===== config.mk =====
export PLATFORM = sky130hd
export DESIGN_NAME = cas_addr_select
export DESIGN_NICKNAME = d
export VERILOG_FILES = /design/src/logic/cas_pkg.sv /design/src/logic/cas_addr_select.sv /design/src/logic/cas_addr_src.sv /design/src/logic/cas_unit_decode.sv
export SDC_FILE = /design/constraint.sdc
export NUM_CORES = 1
export LEC_CHECK = 0
export ABC_AREA = 0
export BUFFER_PORTS_ARGS = -buffer_cell sky130_fd_sc_hd__buf_2
export CAP_MARGIN = 20
export CORE_UTILIZATION = 50
export CTS_CLUSTER_DIAMETER = 60
export CTS_CLUSTER_SIZE = 14
export DETAILED_ROUTE_END_ITERATION = 7
export PLACE_DENSITY_LB_ADDON = 0.3
export SETUP_SLACK_MARGIN = 0.2
export SKIP_CTS_REPAIR_TIMING = 1
export SLEW_MARGIN = 15
export SYNTH_ARGS = -nofsm -noshare
export SYNTH_HDL_FRONTEND = slang
export SYNTH_SLANG_ARGS = --single-unit
export TNS_END_PERCENT = 5

===== constraint.sdc =====
create_clock -name sys_clk -period 3.42 [get_ports sys_clk]
set_clock_uncertainty 0.1 [all_clocks]
set_input_delay 0 -clock sys_clk [delete_from_list [all_inputs] [get_ports sys_clk]]
set_output_delay 0 -clock sys_clk [all_outputs]
set_load 0.02 [all_outputs]

===== src/logic/cas_pkg.sv =====
// Constants and decode helpers for the core store address select.
// Assumes stage n of a unit address register holds address bit n (n = 1..14).
package cas_pkg;

  // Address layout
  localparam int ADDR_W = 15;
  localparam int STG_W = 14;
  localparam int NUM_UNITS = 2;
  localparam int DRV_N = 8;
  localparam int DIV_N = 16;
  localparam int QUAD_N = 4;
  localparam logic [ADDR_W-1:0] ADDR_MAX = 15'h7fff;
  localparam int UNIT_BIT = 0;
  localparam int STG_LSB = 1;
  localparam logic UNIT_EVEN = 1'h0;
  localparam logic UNIT_ODD = 1'h1;
  localparam logic [STG_W-1:0] STG_RESET = 14'h0000;

  // Stage numbers feeding each translator
  localparam int QUAD_STG_HI = 2;
  localparam int QUAD_STG_LO = 1;
  localparam int VDRV_STG_HI = 1;
  localparam int VDRV_STG_MID = 8;
  localparam int VDRV_STG_LO = 7;
  localparam int HDRV_STG_HI = 2;
  localparam int HDRV_STG_MID = 14;
  localparam int HDRV_STG_LO = 13;
  localparam int VDIV_STG_HI = 6;
  localparam int VDIV_STG_LO = 3;
  localparam int HDIV_STG_HI = 12;
  localparam int HDIV_STG_LO = 9;

  // Unit holding state
  typedef enum logic {
    UNIT_IDLE = 1'b0,
    UNIT_HELD = 1'b1
  } cas_unit_state_type;

  // Translator indices from the held stages
  function automatic logic [2:0] vdrv_index(input logic [STG_W-1:0] s);
    return {s[VDRV_STG_HI-STG_LSB], s[VDRV_STG_MID-STG_LSB], s[VDRV_STG_LO-STG_LSB]};
  endfunction

  function automatic logic [2:0] hdrv_index(input logic [STG_W-1:0] s);
    return {s[HDRV_STG_HI-STG_LSB], s[HDRV_STG_MID-STG_LSB], s[HDRV_STG_LO-STG_LSB]};
  endfunction

  function automatic logic [3:0] vdiv_index(input logic [STG_W-1:0] s);
    return s[VDIV_STG_HI-STG_LSB:VDIV_STG_LO-STG_LSB];
  endfunction

  function automatic logic [3:0] hdiv_index(input logic [STG_W-1:0] s);
    return s[HDIV_STG_HI-STG_LSB:HDIV_STG_LO-STG_LSB];
  endfunction

  function automatic logic [1:0] quad_index(input logic [STG_W-1:0] s);
    return s[QUAD_STG_HI-STG_LSB:QUAD_STG_LO-STG_LSB];
  endfunction

  // One-hot expanders
  function automatic logic [DRV_N-1:0] drv_onehot(input logic [2:0] i);
    logic [DRV_N-1:0] r;
    r = '0;
    r[i] = 1'b1;
    return r;
  endfunction

  function automatic logic [DIV_N-1:0] div_onehot(input logic [3:0] i);
    logic [DIV_N-1:0] r;
    r = '0;
    r[i] = 1'b1;
    return r;
  endfunction

  function automatic logic [QUAD_N-1:0] quad_onehot(input logic [1:0] i);
    logic [QUAD_N-1:0] r;
    r = '0;
    r[i] = 1'b1;
    return r;
  endfunction

endpackage


===== src/logic/cas_addr_select.sv =====
// Address select of a two-unit interleaved core store.
// Assumes commands, strobes and sources come from logic on sys_clk.
//
// Overview of operation
// Accept 15-bit addresses 00000 to 77777 octal, 32768 locations.
// Address bit 0 picks even or odd unit; 14 bits load there.
// Two bits above the unit bit pick quadrant; three lowest form octant.
// Next six bits pick vertical driver/diverter, top six horizontal.
// Vertical driver index is bits 1, 8, 7, bit 1 most significant.
// Horizontal driver index is bits 2, 14, 13, bit 2 most significant.
// Vertical diverter steps at 1/8, driver at 1/128 of address rate.
// Horizontal selections follow same order at 1/64 the vertical rate.
// Exactly one of eight drivers, then one of sixteen diverters, per axis.
// One driver pair narrows to 256 locations; diverters pick one.
// Each unit holds a 14-stage address steady during a reference.
// Requesters load via operand, program or buffer counter commands.
// Operand and program loads are forced; no prior clear needed.
// Even unit decodes from first register, odd from second.
// Vertical diverters use stages 3 to 6, horizontal 9 to 12.
// Driver selects qualified by separate read and write drive strobes.
// Selects are one-hot from held address; unaddressed unit shows none.
`timescale 1ns/1ps
`default_nettype none
module cas_addr_select (
  // Clock and reset
  input wire logic sys_clk,
  input wire logic rst,
  // Load commands
  input wire logic ld_operand,
  input wire logic ld_program,
  input wire logic ld_buffer,
  // Address sources
  input wire logic [cas_pkg::ADDR_W-1:0] operand_addr,
  input wire logic [cas_pkg::ADDR_W-1:0] program_addr,
  input wire logic [cas_pkg::ADDR_W-1:0] buffer_transfer_counter,
  // Per-unit sequence control
  input wire logic [cas_pkg::NUM_UNITS-1:0] read_drive,
  input wire logic [cas_pkg::NUM_UNITS-1:0] write_drive,
  input wire logic [cas_pkg::NUM_UNITS-1:0] ref_done,
  // Held state
  output logic [cas_pkg::NUM_UNITS-1:0] unit_active,
  output logic [cas_pkg::NUM_UNITS-1:0][cas_pkg::STG_W-1:0] held_addr,
  // Driver selects
  output logic [cas_pkg::NUM_UNITS-1:0][cas_pkg::DRV_N-1:0] vdrv_read_sel,
  output logic [cas_pkg::NUM_UNITS-1:0][cas_pkg::DRV_N-1:0] vdrv_write_sel,
  output logic [cas_pkg::NUM_UNITS-1:0][cas_pkg::DRV_N-1:0] hdrv_read_sel,
  output logic [cas_pkg::NUM_UNITS-1:0][cas_pkg::DRV_N-1:0] hdrv_write_sel,
  // Diverter and quadrant selects
  output logic [cas_pkg::NUM_UNITS-1:0][cas_pkg::DIV_N-1:0] vdiv_sel,
  output logic [cas_pkg::NUM_UNITS-1:0][cas_pkg::DIV_N-1:0] hdiv_sel,
  output logic [cas_pkg::NUM_UNITS-1:0][cas_pkg::QUAD_N-1:0] quad_sel
);

  localparam int NU = cas_pkg::NUM_UNITS;

  logic load_valid;
  logic load_unit;
  logic [cas_pkg::STG_W-1:0] load_stg;

  cas_pkg::cas_unit_state_type state_r [NU];
  cas_pkg::cas_unit_state_type state_nxt [NU];
  logic [NU-1:0][cas_pkg::STG_W-1:0] addr_r;
  logic [NU-1:0][cas_pkg::STG_W-1:0] addr_nxt;
  logic [NU-1:0] active_nxt;
  logic [NU-1:0] load_here;

  logic [NU-1:0][cas_pkg::DRV_N-1:0] vrd_r, vrd_nxt;
  logic [NU-1:0][cas_pkg::DRV_N-1:0] vwr_r, vwr_nxt;
  logic [NU-1:0][cas_pkg::DRV_N-1:0] hrd_r, hrd_nxt;
  logic [NU-1:0][cas_pkg::DRV_N-1:0] hwr_r, hwr_nxt;
  logic [NU-1:0][cas_pkg::DIV_N-1:0] vdiv_r, vdiv_nxt;
  logic [NU-1:0][cas_pkg::DIV_N-1:0] hdiv_r, hdiv_nxt;
  logic [NU-1:0][cas_pkg::QUAD_N-1:0] quad_r, quad_nxt;
  logic [NU-1:0] active_r;

  ////////////////////////////////////////////////////////////////
  // Requester choice; all 15-bit codes are legal addresses
  cas_addr_src u_src (
    .ld_operand(ld_operand),
    .ld_program(ld_program),
    .ld_buffer(ld_buffer),
    .operand_addr(operand_addr),
    .program_addr(program_addr),
    .buffer_transfer_counter(buffer_transfer_counter),
    .load_valid(load_valid),
    .load_unit(load_unit),
    .load_stg(load_stg)
  );

  ////////////////////////////////////////////////////////////////
  // Per-unit hold state and address next values
  always_comb begin
    for (int u = 0; u < NU; u++) begin
      load_here[u] = load_valid && (load_unit == u[0]);
      addr_nxt[u] = addr_r[u];
      state_nxt[u] = state_r[u];
      unique case (state_r[u])
        cas_pkg::UNIT_IDLE: begin
          if (load_here[u]) begin
            state_nxt[u] = cas_pkg::UNIT_HELD;
          end
        end
        cas_pkg::UNIT_HELD: begin
          // Load beats a release in the same cycle
          if (ref_done[u] && !load_here[u]) begin
            state_nxt[u] = cas_pkg::UNIT_IDLE;
          end
        end
      endcase
      // Forced load: every stage overwritten, no clear step
      if (load_here[u]) begin
        addr_nxt[u] = load_stg;
      end
      active_nxt[u] = (state_nxt[u] == cas_pkg::UNIT_HELD);
    end
  end

  ////////////////////////////////////////////////////////////////
  // Translators, one per unit, fed by that unit's next register value only
  for (genvar g = 0; g < NU; g++) begin : g_unit
    cas_unit_decode u_dec (
      .stg(addr_nxt[g]),
      .active(active_nxt[g]),
      .read_drive(read_drive[g]),
      .write_drive(write_drive[g]),
      .vdrv_rd(vrd_nxt[g]),
      .vdrv_wr(vwr_nxt[g]),
      .hdrv_rd(hrd_nxt[g]),
      .hdrv_wr(hwr_nxt[g]),
      .vdiv(vdiv_nxt[g]),
      .hdiv(hdiv_nxt[g]),
      .quad(quad_nxt[g])
    );
  end

  ////////////////////////////////////////////////////////////////
  // Register stage: address, state and decoded selects together
  always_ff @(posedge sys_clk) begin
    if (rst) begin
      for (int u = 0; u < NU; u++) begin
        state_r[u] <= cas_pkg::UNIT_IDLE;
        addr_r[u] <= cas_pkg::STG_RESET;
      end
      active_r <= '0;
      vrd_r <= '0;
      vwr_r <= '0;
      hrd_r <= '0;
      hwr_r <= '0;
      vdiv_r <= '0;
      hdiv_r <= '0;
      quad_r <= '0;
    end else begin
      state_r <= state_nxt;
      addr_r <= addr_nxt;
      active_r <= active_nxt;
      vrd_r <= vrd_nxt;
      vwr_r <= vwr_nxt;
      hrd_r <= hrd_nxt;
      hwr_r <= hwr_nxt;
      vdiv_r <= vdiv_nxt;
      hdiv_r <= hdiv_nxt;
      quad_r <= quad_nxt;
    end
  end

  ////////////////////////////////////////////////////////////////
  // Outputs straight from the registers
  assign unit_active = active_r;
  assign held_addr = addr_r;
  assign vdrv_read_sel = vrd_r;
  assign vdrv_write_sel = vwr_r;
  assign hdrv_read_sel = hrd_r;
  assign hdrv_write_sel = hwr_r;
  assign vdiv_sel = vdiv_r;
  assign hdiv_sel = hdiv_r;
  assign quad_sel = quad_r;

  for (genvar g = 0; g < NU; g++) begin : g_chk

  end

  // Stage increments that move a diverter translator by one place
  localparam logic [cas_pkg::STG_W-1:0] VDIV_STEP = 14'h0001 << (cas_pkg::VDIV_STG_LO - cas_pkg::STG_LSB);
  localparam logic [cas_pkg::STG_W-1:0] HDIV_STEP = 14'h0001 << (cas_pkg::HDIV_STG_LO - cas_pkg::STG_LSB);
endmodule // cas_addr_select
`default_nettype wire


===== src/logic/cas_addr_src.sv =====
// Source selection for an address load: picks one of three requesters.
// Assumes the load strobes come from logic on the same clock.
`timescale 1ns/1ps
`default_nettype none
module cas_addr_src (
  // Load commands
  input wire logic ld_operand,
  input wire logic ld_program,
  input wire logic ld_buffer,
  // Address sources
  input wire logic [cas_pkg::ADDR_W-1:0] operand_addr,
  input wire logic [cas_pkg::ADDR_W-1:0] program_addr,
  input wire logic [cas_pkg::ADDR_W-1:0] buffer_transfer_counter,
  // Selected load
  output logic load_valid,
  output logic load_unit,
  output logic [cas_pkg::STG_W-1:0] load_stg
);

  logic [cas_pkg::ADDR_W-1:0] src;

  ////////////////////////////////////////////////////////////////
  // Fixed priority: operand, then program, then buffer
  always_comb begin
    if (ld_operand) begin
      src = operand_addr;
    end else if (ld_program) begin
      src = program_addr;
    end else begin
      src = buffer_transfer_counter;
    end
    load_valid = ld_operand | ld_program | ld_buffer;
    load_unit = src[cas_pkg::UNIT_BIT];
    load_stg = src[cas_pkg::ADDR_W-1:cas_pkg::STG_LSB];
  end

endmodule // cas_addr_src
`default_nettype wire


===== src/logic/cas_unit_decode.sv =====
// Translators of one storage unit: drivers, diverters and quadrant.
// Assumes the stage value given is the one the unit will hold next.
`timescale 1ns/1ps
`default_nettype none
module cas_unit_decode (
  // Held address and state
  input wire logic [cas_pkg::STG_W-1:0] stg,
  input wire logic active,
  // Drive phase strobes
  input wire logic read_drive,
  input wire logic write_drive,
  // Driver selects
  output logic [cas_pkg::DRV_N-1:0] vdrv_rd,
  output logic [cas_pkg::DRV_N-1:0] vdrv_wr,
  output logic [cas_pkg::DRV_N-1:0] hdrv_rd,
  output logic [cas_pkg::DRV_N-1:0] hdrv_wr,
  // Diverter and quadrant selects
  output logic [cas_pkg::DIV_N-1:0] vdiv,
  output logic [cas_pkg::DIV_N-1:0] hdiv,
  output logic [cas_pkg::QUAD_N-1:0] quad
);

  logic [cas_pkg::DRV_N-1:0] vdrv;
  logic [cas_pkg::DRV_N-1:0] hdrv;

  ////////////////////////////////////////////////////////////////
  // One of eight drivers, gated by phase; one of sixteen diverters
  always_comb begin
    vdrv = active ? cas_pkg::drv_onehot(cas_pkg::vdrv_index(stg)) : '0;
    hdrv = active ? cas_pkg::drv_onehot(cas_pkg::hdrv_index(stg)) : '0;
    vdrv_rd = read_drive ? vdrv : '0;
    vdrv_wr = write_drive ? vdrv : '0;
    hdrv_rd = read_drive ? hdrv : '0;
    hdrv_wr = write_drive ? hdrv : '0;
    vdiv = active ? cas_pkg::div_onehot(cas_pkg::vdiv_index(stg)) : '0;
    hdiv = active ? cas_pkg::div_onehot(cas_pkg::hdiv_index(stg)) : '0;
    quad = active ? cas_pkg::quad_onehot(cas_pkg::quad_index(stg)) : '0;
  end

endmodule // cas_unit_decode
`default_nettype wire

==> flow_results.xml <==
<?xml version="1.0" encoding="UTF-8"?>
<metrics>
  <group name="floorplan">
    <metric name="die_area" unit="sq um">12800</metric>
    <metric name="die_x" unit="um">113</metric>
    <metric name="rows" unit="">40</metric>
    <metric name="initial_utilization" unit="%">51.4</metric>
    <metric name="core" unit="sq um">12000</metric>
    <metric name="ios" unit="">222</metric>
    <metric name="die_y" unit="um">113</metric>
  </group>
  <group name="synth">
    <metric name="ys_async_sr_fraction" unit="%">0</metric>
    <metric name="ys_ff_latch" unit="">166</metric>
    <metric name="synth_ff_type" unit="">sky130_fd_sc_hd__dfxtp_1</metric>
    <metric name="synth_area_leaders" unit="">sky130_fd_sc_hd__dfxtp_1, sky130_fd_sc_hd__a22oi_1, sky130_fd_sc_hd__a211oi_1</metric>
    <metric name="postSynthCellCount" unit="">620</metric>
    <metric name="yosysSeqAreaShare" unit="%">53.8</metric>
    <metric name="synth.top_cell.area_share" unit="%">53.8</metric>
    <metric name="synth_area_leader_cell" unit="">sky130_fd_sc_hd__dfxtp_1</metric>
    <metric name="synth_edf_count" unit="">0</metric>
    <metric name="post-synth-top-count-cell" unit="">sky130_fd_sc_hd__dfxtp_1</metric>
    <metric name="synthesis.area" unit="sq um">6180</metric>
    <metric name="yosysWarnings" unit="">0</metric>
    <metric name="post_syn_nets" unit="">676</metric>
    <metric name="synthTopCellsByCount" unit="">sky130_fd_sc_hd__dfxtp_1, sky130_fd_sc_hd__nand2_1, sky130_fd_sc_hd__a22oi_1, sky130_fd_sc_hd__a211oi_1, sky130_fd_sc_hd__nand3_1</metric>
    <metric name="synth_area_per_cell" unit="sq um">9.96</metric>
    <metric name="post_synth_num_cell_types" unit="">39</metric>
  </group>
  <group name="clock_tree">
    <metric name="cts_inserted_buffers" unit="">17</metric>
    <metric name="worst_setup_hold_path_clk_slew" unit="ns">0.07</metric>
    <metric name="tritoncts" unit="">done</metric>
    <metric name="numClockSinks" unit="">166</metric>
    <metric name="ctsLongestPathBuffers" unit="">2</metric>
    <metric name="insertion_delay" unit="ns">0.43</metric>
    <metric name="cts.root.buffer_cell" unit="">sky130_fd_sc_hd__clkbuf_16</metric>
    <metric name="ctsHtreeMaxLevel" unit="">4</metric>
  </group>
  <group name="job">
    <metric name="timing.max_cap.violations" unit="">0</metric>
  </group>
  <group name="route">
    <metric name="drc_errors" unit="">0</metric>
    <metric name="drt_iter0_markers" unit="">527</metric>
    <metric name="wl_met2" unit="um">8880</metric>
    <metric name="route.detailed.vias_per_inst" unit="">5.96</metric>
    <metric name="top_layer" unit="">met4</metric>
    <metric name="wl_per_cell" unit="um">18.2</metric>
    <metric name="drt_pre_antenna_iters" unit="">5</metric>
    <metric name="met1Wirelength" unit="um">7260</metric>
    <metric name="remaining_number_of_nets_flagged_by_the_antenna_check_after_routing" unit="">0</metric>
    <metric name="vias" unit="">5933</metric>
    <metric name="routed-wl-met3" unit="um">1540</metric>
    <metric name="totalWireLength" unit="um">18100</metric>
  </group>
  <group name="global_route">
    <metric name="pin_count_of_the_biggest_net_entering_global_routing" unit="">46</metric>
    <metric name="first_global_vias" unit="">5557</metric>
    <metric name="grt.overflow.total" unit="">0</metric>
    <metric name="grt_usage" unit="%">28.4</metric>
    <metric name="grt_antenna_before_repair" unit="">0</metric>
    <metric name="grt_first_pass_wirelength" unit="um">28400</metric>
  </group>
  <group name="placed_design">
    <metric name="pre_cts_slack" unit="ns">0.861</metric>
    <metric name="gp_congestion" unit="">0.921</metric>
    <metric name="buffer_ports.inserted" unit="">221</metric>
    <metric name="detailed_place_hpwl" unit="um">12900</metric>
  </group>
  <group name="worst_setup_path">
    <metric name="critPathMaxFanout" unit="">31</metric>
    <metric name="timing.critical_path.from_type" unit="">input port</metric>
    <metric name="critical_path_arrival" unit="ns">2.37</metric>
    <metric name="worstSetupEndpointType" unit="">flop</metric>
    <metric name="worst_ep_required_time" unit="ns">3.66</metric>
    <metric name="critical_path_class" unit="">input port to flop</metric>
  </group>
  <group name="timing">
    <metric name="timing.final.hold_violations" unit="">1</metric>
    <metric name="timing.final.ws_setup" unit="ns">1.29</metric>
    <metric name="rsz0062_at_grt" unit="">false</metric>
    <metric name="final_max_slew_viol_count" unit="">0</metric>
    <metric name="maxSlewHeadroom" unit="%">28.7</metric>
    <metric name="final_min_period_over_clock_period" unit="%">62.2</metric>
    <metric name="hold-worst-slack" unit="ns">-0.0244</metric>
    <metric name="setup-violations-final" unit="">0</metric>
    <metric name="finalSetupTns" unit="ns">0</metric>
    <metric name="fmax" unit="MHz">470</metric>
    <metric name="layout_min_cycle_time" unit="ns">2.13</metric>
    <metric name="tightestPinTransition" unit="ns">1.07</metric>
  </group>
  <group name="final_layout">
    <metric name="design.final.nets" unit="">891</metric>
    <metric name="area_delta_synth_final" unit="%">28.0</metric>
    <metric name="drive_above_1_share" unit="%">32.1</metric>
    <metric name="insertedDiodeCount" unit="">0</metric>
    <metric name="nFillCells" unit="">940</metric>
  </group>
  <group name="power">
    <metric name="power_density_of_the_placed_cells" unit="nW/um^2">561</metric>
    <metric name="power.static_leakage" unit="nW">3.46</metric>
    <metric name="power.ir.vdd_worst" unit="mV">0.278</metric>
  </group>
  <group name="outcome">
    <metric name="status" unit="">finished with violations</metric>
    <metric name="failed_checks" unit="">negative hold slack</metric>
  </group>
  <group name="worst_hold_path">
    <metric name="hp-class" unit="">input port to flop</metric>
  </group>
</metrics>
## per-stage QoR
step / hold WS, ns / util, % / cells / area (sq um) / total power [mW]
after global placement: 0.316 / 60.9 / 961 / 7320 / 2.61
after global routing: 0.0388 / 65.8 / 995 / 7910 / 4.59
after CTS: -0.105 / 65.7 / 993 / 7890 / 4.44
final: -0.0244 / 65.8 / 995 / 7910 / 4.44
after detailed placement: 0.314 / 60.9 / 961 / 7320 / 2.63
after floorplan: 0.159 / - / 620 / 6180 / 2.45
## kinds of logic (layout without fill, tap and decap cells)
family                 after synthesis  after routing  share of synthesized area (%)
flip-flops                         166            166                           53.8
AO/OA/AOI/OAI                      185            185                           20.9
AND/OR/NAND/NOR                    206            206                           17.5
buffers and inverters               37            265                           3.42
multiplexers                        26             26                           4.33
## registers in the layout, summed over array words and instances, names as in the netlist
signal,cells
unit_active,2
vdrv_read_sel,16
held_addr,28
hdiv_sel,32
vdrv_write_sel,16
hdrv_read_sel,16
hdrv_write_sel,16
quad_sel,8
vdiv_sel,32
## placed cells by master, fill, tap and decap left out, types with 6 or more instances in the layout
cell / n
sky130_fd_sc_hd__mux2i_1: 20
sky130_fd_sc_hd__o21a_1: 8
sky130_fd_sc_hd__clkbuf_16: 17
sky130_fd_sc_hd__a211oi_1: 58
sky130_fd_sc_hd__buf_2: 221
sky130_fd_sc_hd__nand3b_1: 15
sky130_fd_sc_hd__dfxtp_1: 166
sky130_fd_sc_hd__nand3_1: 53
sky130_fd_sc_hd__o21ai_1: 9
sky130_fd_sc_hd__a22oi_1: 64
sky130_fd_sc_hd__nand4_1: 12
sky130_fd_sc_hd__nor3_1: 7
sky130_fd_sc_hd__inv_6: 6
sky130_fd_sc_hd__nor2_1: 10
sky130_fd_sc_hd__buf_4: 7
sky130_fd_sc_hd__nand2_1: 72
sky130_fd_sc_hd__or3_1: 8
sky130_fd_sc_hd__nand4b_1: 9
sky130_fd_sc_hd__a21oi_1: 37
## power by group
group	leakage (nW)	internal (mW)	switching, mW
registers	1.35	1.99	0.0483
clock network	0.277	1.02	0.822
logic	1.84	0.173	0.383
## path summary, 6_finish.rpt
| check | start | cells after the start | slack (ns) | endpoint |
|---|---|---|---|---|
| setup reg to reg | unit_active[0] | 4 | 1.58 | hdrv_read_sel[6] |
| hold / removal | operand_addr[8] | 5 | -0.02 | held_addr[7] |
| setup / recovery | ld_program | 6 | 1.29 | hdiv_sel[22] |
| hold reg to reg | held_addr[20] | 2 | 0.40 | held_addr[20] |
## worst max-delay path, cell delays in order
cell and delay [ns]:
sky130_fd_sc_hd__buf_2 0.43, sky130_fd_sc_hd__nand3b_1 0.22, sky130_fd_sc_hd__a22o_1 0.86, sky130_fd_sc_hd__buf_4 0.35
sky130_fd_sc_hd__nand4b_1 0.22, sky130_fd_sc_hd__a22oi_1 0.27
## layer usage
layer  global-route usage [%]  vias up
met4                     11.5        0
li1                         -     2783
met1                     34.6     2742
met5                        0        -
met2                     48.3      363
met3                     6.80       45
## final cells by class
cell class                 instances  area (sq um)  share of cell area [%]
multi-input combinational        417          2640                    33.4
clock buffer                      17           425                    5.38
tap                              147           184                    2.33
inverter                           3          11.3                   0.142
timing repair buffer             230          1180                    14.9
sequential                       166          3320                    42.0
clock inverter                    15           141                    1.79
Power figures use the tool's default switching activity.
